`config.mk`:
```
export PLATFORM = sky130hd
export DESIGN_NAME = clock_powersave_reset_config
export DESIGN_NICKNAME = d
export VERILOG_FILES = /design/src/rtl/clk_cfg_pkg.sv /design/src/rtl/clock_divider.sv /design/src/rtl/clock_powersave_reset_config.sv
export SDC_FILE = /design/constraint.sdc
export NUM_CORES = 1
export LEC_CHECK = 0
export ABC_AREA = 1
export BUFFER_PORTS_ARGS = -buffer_cell sky130_fd_sc_hd__buf_2
export CORE_UTILIZATION = 40
export DETAILED_ROUTE_END_ITERATION = 12
export PLACE_DENSITY = 0.61
export SLEW_MARGIN = 20
export SYNTH_ARGS = -nofsm -noshare
export SYNTH_HDL_FRONTEND = slang
export SYNTH_SLANG_ARGS = --single-unit
```
`constraint.sdc`:
```
create_clock -name clk -period 3.9 [get_ports clk]
set_input_delay 1.17 -clock clk [delete_from_list [all_inputs] [get_ports clk]]
set_output_delay 1.17 -clock clk [all_outputs]
set_load 0.005 [all_outputs]
```
`src/rtl/clk_cfg_pkg.sv`:
```
package clk_cfg_pkg;

  localparam logic [7:0]  POWER_SAVE_CLOCK_CONTROL_OFFSET = 8'hF0;
  localparam logic [7:0]  RESET_STRAP_CAPTURE_OFFSET      = 8'hF6;

  localparam int          POWER_SAVE_ENABLE_BIT           = 15;
  localparam int          SECOND_FREQ_SEL_BIT             = 11;
  localparam int          SECOND_DISABLE_BIT              = 10;
  localparam int          FIRST_FREQ_SEL_BIT              = 9;
  localparam int          FIRST_DISABLE_BIT               = 8;
  localparam int          DIVISOR_SELECT_LSB              = 0;
  localparam int          DIVISOR_SELECT_W                = 3;

  localparam logic [15:0] POWER_SAVE_CLOCK_CONTROL_RESET  = 16'h0000;
  localparam logic [15:0] RESET_STRAP_CAPTURE_RESET       = 16'h0000;

  // least reset pulse, in oscillator periods (one clk period each)
  localparam int          RESET_MIN_OSC_PERIODS           = 7;

  localparam int          SHIFT_W                         = 4;
  localparam int          DIV_CNT_W                       = 8;
  localparam logic [3:0]  HALVE_SHIFT                     = 4'h1;

  typedef struct packed {
    logic [DIV_CNT_W-1:0] cnt;
    logic [SHIFT_W-1:0]   shift;
    logic                 tick;
  } div_state_s;

  typedef struct packed {
    logic                        power_save_enable;
    logic                        second_clock_out_freq_sel;
    logic                        second_clock_out_disable;
    logic                        first_clock_out_freq_sel;
    logic                        first_clock_out_disable;
    logic [DIVISOR_SELECT_W-1:0] divisor_select;
    logic [15:0]                 reset_config_bits;
    logic                        strap_done;
    logic                        pin_float_test_mode;
    logic                        halve_clock;
    logic                        address_phase_suppress;
    logic                        xtal_phase;
    logic                        div_phase;
    logic                        cpu_tick;
    logic                        first_clock_output;
    logic                        first_clock_output_oe_n;
    logic                        second_clock_output;
    logic                        second_clock_output_oe_n;
    logic [15:0]                 rdata;
  } top_state_s;

endpackage

```
`src/rtl/clock_divider.sv`:
```
`timescale 1ns/1ns
module clock_divider (
  input  wire logic                          clk,
  input  wire logic                          resetn,
  input  wire logic [clk_cfg_pkg::SHIFT_W-1:0] shift_req,
  output logic                               tick,
  output logic      [clk_cfg_pkg::SHIFT_W-1:0] shift_now
);

  clk_cfg_pkg::div_state_s state_reg;
  clk_cfg_pkg::div_state_s state_next;
  logic [8:0]              period;

  always_comb begin
    period           = 9'h001 << shift_req;
    state_next       = state_reg;
    state_next.tick  = 1'b0;
    if (state_reg.cnt == 8'h00) begin
      // new divisor only taken at a period boundary, no short pulse
      state_next.tick  = 1'b1;
      state_next.shift = shift_req;
      state_next.cnt   = 8'(period - 9'h001);
    end else begin
      state_next.cnt = state_reg.cnt - 8'h01;
    end
  end

  always_ff @(posedge clk or negedge resetn) begin
    if (!resetn) begin
      state_reg <= '0;
    end else begin
      state_reg <= state_next;
    end
  end

  assign tick      = state_reg.tick;
  assign shift_now = state_reg.shift;

  // helper: cycles since last tick and the divisor that governed them
  logic [8:0]                    gap_reg;
  logic [clk_cfg_pkg::SHIFT_W-1:0] prev_shift_reg;
  logic                          seen_reg;

  always_ff @(posedge clk or negedge resetn) begin
    if (!resetn) begin
      gap_reg        <= 9'h000;
      prev_shift_reg <= 4'h0;
      seen_reg       <= 1'b0;
    end else if (tick) begin
      gap_reg        <= 9'h001;
      prev_shift_reg <= shift_now;
      seen_reg       <= 1'b1;
    end else begin
      gap_reg <= gap_reg + 9'h001;
    end
  end
endmodule

```
`src/rtl/clock_powersave_reset_config.sv`:
```
`timescale 1ns/1ns
module clock_powersave_reset_config (
  input  wire logic        clk,
  input  wire logic        resetn,
  input  wire logic [7:0]  reg_addr,
  input  wire logic        reg_wr,
  input  wire logic        reg_rd,
  input  wire logic [15:0] reg_wdata,
  output logic      [15:0] reg_rdata,
  input  wire logic        ext_interrupt,
  input  wire logic        soft_interrupt,
  input  wire logic        exception_taken,
  input  wire logic [15:0] muxed_addr_data_bus_in,
  input  wire logic        upper_memory_select_strap_n,
  input  wire logic        lower_memory_select_strap_n,
  input  wire logic        halve_clock_strap_n,
  input  wire logic        address_phase_strap_n,
  output logic             power_save_enable,
  output logic             cpu_clock_tick,
  output logic             first_clock_output,
  output logic             first_clock_output_oe_n,
  output logic             second_clock_output,
  output logic             second_clock_output_oe_n,
  output logic             pin_float_test_mode,
  output logic             address_phase_suppress
);

  clk_cfg_pkg::top_state_s         state_reg;
  clk_cfg_pkg::top_state_s         state_next;
  logic [clk_cfg_pkg::SHIFT_W-1:0] shift_req;
  logic [clk_cfg_pkg::SHIFT_W-1:0] shift_now;
  logic                            div_tick;
  logic                            ctrl_wr;
  logic [15:0]                     ctrl_view;

  always_comb begin
    // divide by 2**code while power-save is on, plus one step when halved
    shift_req = (state_reg.power_save_enable ?
                 {1'b0, state_reg.divisor_select} : 4'h0) +
                (state_reg.halve_clock ? clk_cfg_pkg::HALVE_SHIFT : 4'h0);
  end

  clock_divider u_divider (
    .clk       (clk),
    .resetn    (resetn),
    .shift_req (shift_req),
    .tick      (div_tick),
    .shift_now (shift_now)
  );

  always_comb begin
    ctrl_view = 16'h0000;
    ctrl_view[clk_cfg_pkg::POWER_SAVE_ENABLE_BIT] = state_reg.power_save_enable;
    ctrl_view[clk_cfg_pkg::SECOND_FREQ_SEL_BIT]   = state_reg.second_clock_out_freq_sel;
    ctrl_view[clk_cfg_pkg::SECOND_DISABLE_BIT]    = state_reg.second_clock_out_disable;
    ctrl_view[clk_cfg_pkg::FIRST_FREQ_SEL_BIT]    = state_reg.first_clock_out_freq_sel;
    ctrl_view[clk_cfg_pkg::FIRST_DISABLE_BIT]     = state_reg.first_clock_out_disable;
    ctrl_view[clk_cfg_pkg::DIVISOR_SELECT_LSB +: clk_cfg_pkg::DIVISOR_SELECT_W] =
      state_reg.divisor_select;
  end

  assign ctrl_wr = reg_wr && (reg_addr == clk_cfg_pkg::POWER_SAVE_CLOCK_CONTROL_OFFSET);

  always_comb begin
    state_next = state_reg;

    if (ctrl_wr) begin
      state_next.power_save_enable =
        reg_wdata[clk_cfg_pkg::POWER_SAVE_ENABLE_BIT];
      state_next.second_clock_out_freq_sel =
        reg_wdata[clk_cfg_pkg::SECOND_FREQ_SEL_BIT];
      state_next.second_clock_out_disable =
        reg_wdata[clk_cfg_pkg::SECOND_DISABLE_BIT];
      state_next.first_clock_out_freq_sel =
        reg_wdata[clk_cfg_pkg::FIRST_FREQ_SEL_BIT];
      state_next.first_clock_out_disable =
        reg_wdata[clk_cfg_pkg::FIRST_DISABLE_BIT];
      state_next.divisor_select =
        reg_wdata[clk_cfg_pkg::DIVISOR_SELECT_LSB +: clk_cfg_pkg::DIVISOR_SELECT_W];
    end
    // soft interrupts and exceptions do not touch the enable
    if (ext_interrupt) begin
      state_next.power_save_enable = 1'b0;
    end

    // straps and bus value caught once, on the first edge after reset release
    if (!state_reg.strap_done) begin
      state_next.strap_done             = 1'b1;
      state_next.reset_config_bits      = muxed_addr_data_bus_in;
      state_next.pin_float_test_mode    = !upper_memory_select_strap_n &&
                                          !lower_memory_select_strap_n;
      state_next.halve_clock            = !halve_clock_strap_n;
      state_next.address_phase_suppress = !address_phase_strap_n;
    end

    state_next.cpu_tick   = div_tick;
    state_next.xtal_phase = !state_reg.xtal_phase;
    state_next.div_phase  = state_reg.div_phase ^ div_tick;

    state_next.first_clock_output = state_reg.first_clock_out_freq_sel ?
                                    state_next.xtal_phase : state_next.div_phase;
    state_next.second_clock_output = state_reg.second_clock_out_freq_sel ?
                                     state_next.xtal_phase : state_next.div_phase;
    // float flag taken from the next state, so no driven cycle follows the strap capture
    state_next.first_clock_output_oe_n = state_reg.first_clock_out_disable ||
                                         state_next.pin_float_test_mode;
    state_next.second_clock_output_oe_n = state_reg.second_clock_out_disable ||
                                          state_next.pin_float_test_mode;

    if (reg_rd) begin
      unique case (reg_addr)
        clk_cfg_pkg::POWER_SAVE_CLOCK_CONTROL_OFFSET: state_next.rdata = ctrl_view;
        clk_cfg_pkg::RESET_STRAP_CAPTURE_OFFSET:
          state_next.rdata = state_reg.reset_config_bits;
        default: state_next.rdata = 16'h0000;
      endcase
    end
  end

  always_ff @(posedge clk or negedge resetn) begin
    if (!resetn) begin
      state_reg                          <= '0;
      state_reg.power_save_enable        <=
        clk_cfg_pkg::POWER_SAVE_CLOCK_CONTROL_RESET[clk_cfg_pkg::POWER_SAVE_ENABLE_BIT];
      state_reg.divisor_select           <= clk_cfg_pkg::POWER_SAVE_CLOCK_CONTROL_RESET[
        clk_cfg_pkg::DIVISOR_SELECT_LSB +: clk_cfg_pkg::DIVISOR_SELECT_W];
      state_reg.reset_config_bits        <= clk_cfg_pkg::RESET_STRAP_CAPTURE_RESET;
      state_reg.first_clock_output_oe_n  <= 1'b1;
      state_reg.second_clock_output_oe_n <= 1'b1;
    end else begin
      state_reg <= state_next;
    end
  end

  assign reg_rdata                = state_reg.rdata;
  assign power_save_enable        = state_reg.power_save_enable;
  assign cpu_clock_tick           = state_reg.cpu_tick;
  assign first_clock_output       = state_reg.first_clock_output;
  assign first_clock_output_oe_n  = state_reg.first_clock_output_oe_n;
  assign second_clock_output      = state_reg.second_clock_output;
  assign second_clock_output_oe_n = state_reg.second_clock_output_oe_n;
  assign pin_float_test_mode      = state_reg.pin_float_test_mode;
  assign address_phase_suppress   = state_reg.address_phase_suppress;
endmodule

```
# --- After elaboration in Yosys (flattened, before gate mapping) ---
# Cells that the tools add are included.
word_totals:
  reg_bits: 60
  input_bits: 51
  elab_cells: 49
  output_inout_bits: 24
classes:
  shifts: 1
  reduce_logical: 11
  eq_ne: 2
  add_sub_neg: 3
  mux: 10
  bitwise: 1
ops:
  columns: ["operator", "n"]
  rows:
  - ["16-bit one-hot mux with 2 select lines", 1]
  - ["8-bit equality test (second input constant)", 2]
  - ["8-bit 2-to-1 mux", 2]
  - ["8-bit by 1-bit subtractor with 8-bit output (second input constant)", 2]
  - ["8-bit zero test", 1]
  - ["1-bit by 4-bit left shift with 8-bit output (first input constant)", 1]
  - ["3-bit 2-to-1 mux", 2]
  - ["1-bit zero test", 5]
  - ["1-bit 2-to-1 mux", 5]
  - ["3-bit by 1-bit adder with 4-bit output", 1]
  - ["1-bit logical AND", 2]
  - ["1-bit logical OR", 2]
  - ["2-bit nonzero test", 1]
  - ["1-bit bitwise XOR", 1]

# --- Longest topological paths before layout ---
# Gate-level depths: netlist of the first run.
logic_depth:
  depth_word: 5
  mapped_depth: 15

# --- Hierarchy ---
# Synthesis of the first run repeated with hierarchy kept, for this count alone.
hier_totals:
  hier_cells: 328
  hier_area_um2: 3059.2
modules_own_cells:
  columns: ["mod", "seq_area_each_um2", "area_per_inst_um2", "cells_each", "instances"]
  rows:
  - ["clock_powersave_reset_config", 1278.7, 2288.4, 235, 1]
  - ["clock_divider", 325.3, 770.7, 93, 1]

# --- Worst setup path before layout of the first run ---
# OpenSTA, ideal clock, no wires.
synth_timing:
  path_type: "in2reg"
  from: "input reg_addr[5]"
  to: "register state_reg (netlist bit reg_rdata[10])"
  t_arrival_ns: 2.017
  setup_ns: 0.066
  required_ns: 3.834
  n_path_buf: 1
  path_slack_ns: 1.818
  cell_stages: 7
  path_cell_list: "nand4_1 inv_1 nand4_1 clkbuf_1 o22ai_1 nand2_1 nand2_1"
synth_via:
  elab_chain_cells: 2
synth_lines:
  columns: ["item", "line_no", "text"]
  rows:
  - ["start, declared", "clock_powersave_reset_config.sv:5", "input wire logic [7:0] reg_addr,"]
  - ["8-bit equality test", "clock_powersave_reset_config.sv:111", "unique case (reg_addr)"]
  - ["16-bit one-hot mux with 2 select lines *", "clock_powersave_reset_config.sv:111", null]
  - ["end signal, assigned", "clock_powersave_reset_config.sv:131", "state_reg <= state_next;"]
  - ["end, declared", "clock_powersave_reset_config.sv:28", "clk_cfg_pkg::top_state_s state_reg;"]
# Mark *: on every way between the ends. The rest lies on a longest branch, timed or not.
# A chain may end at the register's enable or synchronous reset.

# --- Final worst setup path of the first run ---
layout_timing:
  from: "input reg_addr[5]"
  to: "register state_reg (netlist bit reg_rdata[8])"
# The elaborated chain is that of the path after synthesis.

==> run_results.csv, run 1 <==
group,metric,value,unit
critical_path,reg2reg_from,"power_save_enable$_DFFE_PN0P_",
timing,tns,0,ps
timing,setup_violations,0,
routing,via_per_inst,4.73,
yosys,syn_nets,380,
cells_and_area,layout.nets,432,
global_route,track_usage,17.0,%
clock_tree,cts.path.max_buffers,2,
yosys,synth_cells,326,
power_and_ir_drop,peakVddDrop,151,uV
timing,finalHoldViolCount,0,
critical_path,required,4170,ps
yosys,yosys.area.top_type,"dfrtp_1",
place,io_buffers,64,
power_and_ir_drop,p_leak,0.00180,uW
flow_run,maxCapViolations,0,
clock_tree,cts_tree,"yes",
yosys,synth_edf_count,0,
die,start_util,41.4,%
yosys,synth_top_cell_area_share,51.9,%
cells_and_area,largest_reg_flops,20,
timing,rsz0062_at_grt,"false",
yosys,ys_async_sr_fraction,100,%
routing,antenna_left,0,
yosys,ys_types,31,
critical_path,reg2reg_depth,14,
global_route,grt_max_degree,39,
die,core_area,6760,sq um
clock_tree,hold_buffers,0,
timing,period_needed,2300,ps
place,gp_congestion,0.774,
cells_and_area,stdcell_area,3280,sq um
routing,routedWlPerCell,12.2,microns
yosys,ys_seq_elements,60,
clock_tree,cts-root-buf,"clkbuf_8",
yosys,avgSynthCellArea,8.58,sq um
cells_and_area,drive_gt1_share,25.4,%
yosys,synthFlopType,"dfrtp_1",
clock_tree,cts_made_buffers,9,
yosys,ys_warn_count,0,
critical_path,cp_data_arrival_time,2570,ps
critical_path,critPathKind,"in2reg",
critical_path,cp_max_fo,16,
die,pin_count,75,
place,dpl.hpwl,4.10,mm
cells_and_area,num_antenna_cells,0,
yosys,synthTopCellsByArea,"dfrtp_1 52%, nand2_1 10%, inv_1 5.9%",
yosys,ys_seq_area_share,53.8,%
clock_tree,cts_setup_buffers,0,
timing,tightest_slew,767,ps
routing,route.vias.total,2183,
clock_tree,clk_latency,330,ps
die,rows,30,
timing,slew_violations,0,
cells_and_area,area_growth,17.2,%
critical_path,r2r_end,"u_divider.state_reg[9]$_DFF_PN0_",
clock_tree,htree_levels,3,
routing,drc,0,
min_path,hold_class,"reg2reg",
timing,slew_headroom,48.7,%
clock_tree,path_clk_slew,60,ps
die,dieArea,7330,sq um
min_path,hold_path.startpoint,"u_divider.tick$_DFF_PN0_",
global_route,grt_pass1_wl,9.46,mm
timing,fin_crit_sh,59.1,%
clock_tree,cts_num_sinks,60,
critical_path,ff2ff_setup_slack,1680,ps
routing,dr.pass1.iters,4,
min_path,hold_depth,0,
min_path,hold_end,"cpu_clock_tick$_DFF_PN0_",
timing,fin_skew,4.22,ps
yosys,synthTopCellsByCount,"77 x nand2_1, 58 x dfrtp_1, 44 x inv_1",
die,die_w,85.6,microns
timing,max_freq,434,MHz
yosys,synth.most_common_cell,"nand2_1",
place,dpl_cell_area,3070,sq um
global_route,grt_pass1_vias,2063,
run_status,status,"complete, no violations",
global_route,antenna_found_initial,0,
yosys,netlist_area,2800,sq um
routing,drt-initial-drc-count,90,
critical_path,setup.worst_path.end_class,"flop",
power_and_ir_drop,p_per_area,481,nW/um^2
global_route,grt_overflow,0,
routing,routed_wl,5.63,mm
clock_tree,cts_resized,0,
critical_path,start_kind,"input port",
die,die_h,85.6,microns
## power by group
group	internal (uW)	total (uW)	switching [uW]
Sequential	699	744	44.9
Combinational	103	268	165
Clock	345	564	220
Total	1150	1580	430
## cell families after synthesis
group           Yosys count  share of synthesized area [%]
fa+ha+maj                 3                           1.34
compound gates           47                           9.75
buf+inv                  75                           12.4
simple gates            136                           21.3
xor+xnor                  4                           1.25
flops                    60                           53.8
other cells               1                          0.134
## layout by cell type, fill, tap and decap left out, types with 2 or more instances in the layout
| cell type | count |
|---|---|
| nand4_1 | 6 |
| o31ai_1 | 9 |
| nand2_2 | 2 |
| nand2_1 | 77 |
| nand3_2 | 2 |
| inv_2 | 3 |
| ha_1 | 3 |
| nor2_4 | 3 |
| clkbuf_8 | 12 |
| nor2_1 | 30 |
| o21ai_0 | 4 |
| clkbuf_1 | 2 |
| xor2_1 | 3 |
| buf_4 | 2 |
| o21ai_1 | 7 |
| o22ai_1 | 8 |
| inv_1 | 44 |
| dfrtp_1 | 57 |
| a21oi_1 | 17 |
| dfstp_2 | 2 |
| nand3_1 | 11 |
| clkinv_1 | 2 |
| buf_2 | 64 |
| nor2_2 | 3 |
## how the worst max path moves through the flow
stage                                     end        start  slack, ps  cells after the start
floorplan           reg_rdata[10]$_DFFE_PN0P_  reg_addr[5]       1820                      7
global placement     reg_rdata[0]$_DFFE_PN0P_  reg_addr[5]       1290                      7
detailed placement   reg_rdata[8]$_DFFE_PN0P_  reg_addr[5]       1280                      7
CTS                  reg_rdata[1]$_DFFE_PN0P_  reg_addr[5]       1620                      7
global route         reg_rdata[9]$_DFFE_PN0P_  reg_addr[5]       1430                      7
finish               reg_rdata[8]$_DFFE_PN0P_  reg_addr[5]       1600                      7
## routing by layer
layer / routed length, microns / global-route usage, %
met1: 2710 / 22.8
met2: 2490 / 26.1
met3: 308 / 3.66
met4: 125 / 9.09
met5: 0 / 0
## through the flow
| step | instances | power, uW | worst slack [ps] | utilization, % | hold slack [ps] |
|---|---|---|---|---|---|
| finish | 462 | 1580 | 1600 | 48.5 | 404 |
| global route | 462 | 1670 | 1430 | 48.5 | 416 |
| CTS | 462 | 1600 | 1620 | 48.5 | 407 |
| detailed placement | 447 | 1030 | 1280 | 45.5 | 401 |
| global placement | 447 | 1020 | 1290 | 45.5 | 391 |
| floorplan | 326 | 940 | 1820 | - | 372 |
## layout make-up
cell class,instances,area (sq um)
flip-flops and latches,60,1510
fillers,678,3480
clock inverters,1,30.0
clock buffers,14,173
well taps,80,100
repair buffers,66,335
multi-input cells,191,946
inverters,50,189
## critical path: stages
cell and delay, ps:
buf_2 80, nand4_1 80, inv_1 90, nand4_1 600, o22ai_1 410, nand2_1 80, nand2_1 60
Note: power is estimated with default switching activity, not from simulation.
==> run 2, diff against run 1 <==
==> constraint.sdc (replaced) <==
create_clock -name clk -period 2.2 [get_ports clk]
set_input_delay 0.66 -clock clk [delete_from_list [all_inputs] [get_ports clk]]
set_output_delay 0.66 -clock clk [all_outputs]
set_load 0.005 [all_outputs]
==> run 2 against run 1 <==
Non-clock buffer count is 7 higher. Clock power increased by 110%. Largest power group unchanged. First-iteration DRC count is 20% lower. Combinational power rose by 94%. Utilization increased by 1.7 points. Critical path depth up 7.
==> run_results.csv, run 2 (synthesis gave the netlist of run 1 again) <==
group,metric,value,unit
timing,fin_skew,7.25,ps
routing,drc,0,
global_route,grt_pass1_vias,2067,
clock_tree,cts_num_sinks,60,
cells_and_area,fill_cells,674,
min_path,hold_class,"in2async",
clock_tree,cts.path.max_buffers,2,
global_route,grt_pass1_wl,9.53,mm
power_and_ir_drop,switching_share,27.1,%
cells_and_area,area_growth,21.3,%
routing,routed_wl,5.78,mm
place,dpl_cell_area,3130,sq um
die,dieArea,7330,sq um
critical_path,start_kind,"flop",
die,rows,30,
die,die_w,85.6,microns
routing,dr.pass1.iters,4,
clock_tree,cts-root-buf,"clkbuf_8",
power_and_ir_drop,p_sw,817,uW
place,dpl.hpwl,4.25,mm
critical_path,critPathKind,"reg2reg",
clock_tree,cts_made_buffers,9,
clock_tree,path_clk_slew,70,ps
timing,period_needed,2000,ps
cells_and_area,mostFrequentLayoutCell,"nand2_1",
timing,setup_violations,0,
timing,tns,0,ps
clock_tree,htree_levels,3,
cells_and_area,multi_input_area,961,sq um
critical_path,setup.worst_path.end_class,"flop",
flow_run,maxCapViolations,0,
place,gp_congestion,0.800,
timing,slew_violations,0,
timing,fin_crit_sh,91.1,%
power_and_ir_drop,p_leak,0.00185,uW
routing,drt-initial-drc-count,72,
clock_tree,clk_latency,330,ps
critical_path,cp_max_fo,4,
place,io_buffers,64,
cells_and_area,layout.nets,439,
clock_tree,cts_tree,"yes",
global_route,antenna_found_initial,0,
routing,routedWlPerCell,12.3,microns
timing,max_freq,499,MHz
power_and_ir_drop,p_clk_share,39.1,%
cells_and_area,stdcell_area,3390,sq um
critical_path,cp_data_arrival_time,2220,ps
timing,rsz0062_at_grt,"false",
die,pin_count,75,
power_and_ir_drop,p_int,2190,uW
timing,slew_headroom,38.2,%
cells_and_area,ff_latch_area,1500,sq um
cells_and_area,num_antenna_cells,0,
routing,route.vias.total,2161,
critical_path,required,2420,ps
run_status,status,"complete, no violations",
routing,via_per_inst,4.60,
die,core_area,6760,sq um
cells_and_area,drive_gt1_share,27.9,%
cells_and_area,final_cell_mix,"76 x nand2_1, 64 x buf_2, 58 x dfrtp_1",
power_and_ir_drop,p_per_area,887,nW/um^2
power_and_ir_drop,peakVddDrop,406,uV
timing,finalHoldViolCount,0,
routing,antenna_left,0,
clock_tree,hold_buffers,0,
global_route,grt_overflow,0,
timing,tightest_slew,927,ps
global_route,track_usage,17.0,%
die,start_util,41.4,%
die,die_h,85.6,microns
power_and_ir_drop,share_seq_of_total_power,43.7,%
cells_and_area,largest_reg_flops,20,
global_route,grt_max_degree,32,
power_and_ir_drop,pwr-share-comb,17.2,%
==> run 2: power groups by stage <==
stage / registers, uW / clock network [uW] / logic (uW)
floorplan: 1310 / 0 / 354
global placement: 1330 / 0 / 479
detailed placement: 1330 / 0 / 495
CTS: 1320 / 1210 / 497
global route: 1330 / 1250 / 600
finish: 1310 / 1180 / 519
==> run 2: worst paths after layout <==
check	start	end	slack, ps	cells past startpoint
min reg2reg	u_divider.tick$_DFF_PN0_	cpu_clock_tick$_DFF_PN0_	400	0
max reg2reg	power_save_enable$_DFFE_PN0P_	u_divider.state_reg[9]$_DFF_PN0_	200	14
min	resetn	reg_rdata[7]$_DFFE_PN0P_	200	1
max	power_save_enable$_DFFE_PN0P_	u_divider.state_reg[9]$_DFF_PN0_	200	14
min in group clk	u_divider.tick$_DFF_PN0_	cpu_clock_tick$_DFF_PN0_	400	0
max in group asynchronous	resetn	state_reg[31]$_DFFE_PN0N_	1510	2
==> run 2: layout make-up <==
cell class	instances	share of cell area, %
sequential	60	44.3
multi-input combinational	191	28.3
timing repair buffer	73	11.8
inverter	50	5.57
clock buffer	9	3.65
clock inverter	7	3.39
tap	80	2.95
==> run 2: critical path, stage by stage (launching register included) <==
cell and delay (ps):
dfrtp_1 420, nand2_1 110, inv_1 50, ha_1 190, ha_1 210, inv_1 80
nand3_1 80, nand2_2 90, nor2_1 50, nand2_1 50, nand2_1 110, inv_2 110
ha_4 160, nand2_1 70, xnor2_1 120
==> run 2: through the flow <==
step | instances | power (uW) | hold WS, ps | util [%] | worst slack [ps]
global placement | 453 | 1810 | 392 | 46.4 | 172
CTS | 469 | 3020 | 202 | 49.9 | 71.0
finish | 470 | 3010 | 203 | 50.2 | 196
detailed placement | 453 | 1830 | 385 | 46.4 | 83.3
floorplan | 326 | 1670 | 364 | - | 231
global route | 470 | 3180 | 211 | 50.2 | 16.9
==> run 2: timing repair <==
item	CTS	global route
endpoints found under the setup margin	0	3
buffers inserted	0	1
gates resized for setup	0	4
==> run 2: metal layers <==
metal,part of all wire (%),vias up,track usage (%)
met5,0,-,0
met3,4.4,9,3.66
met2,44,55,26.8
li1,-,1127,-
met4,1.6,0,8.18
met1,50,970,22.3
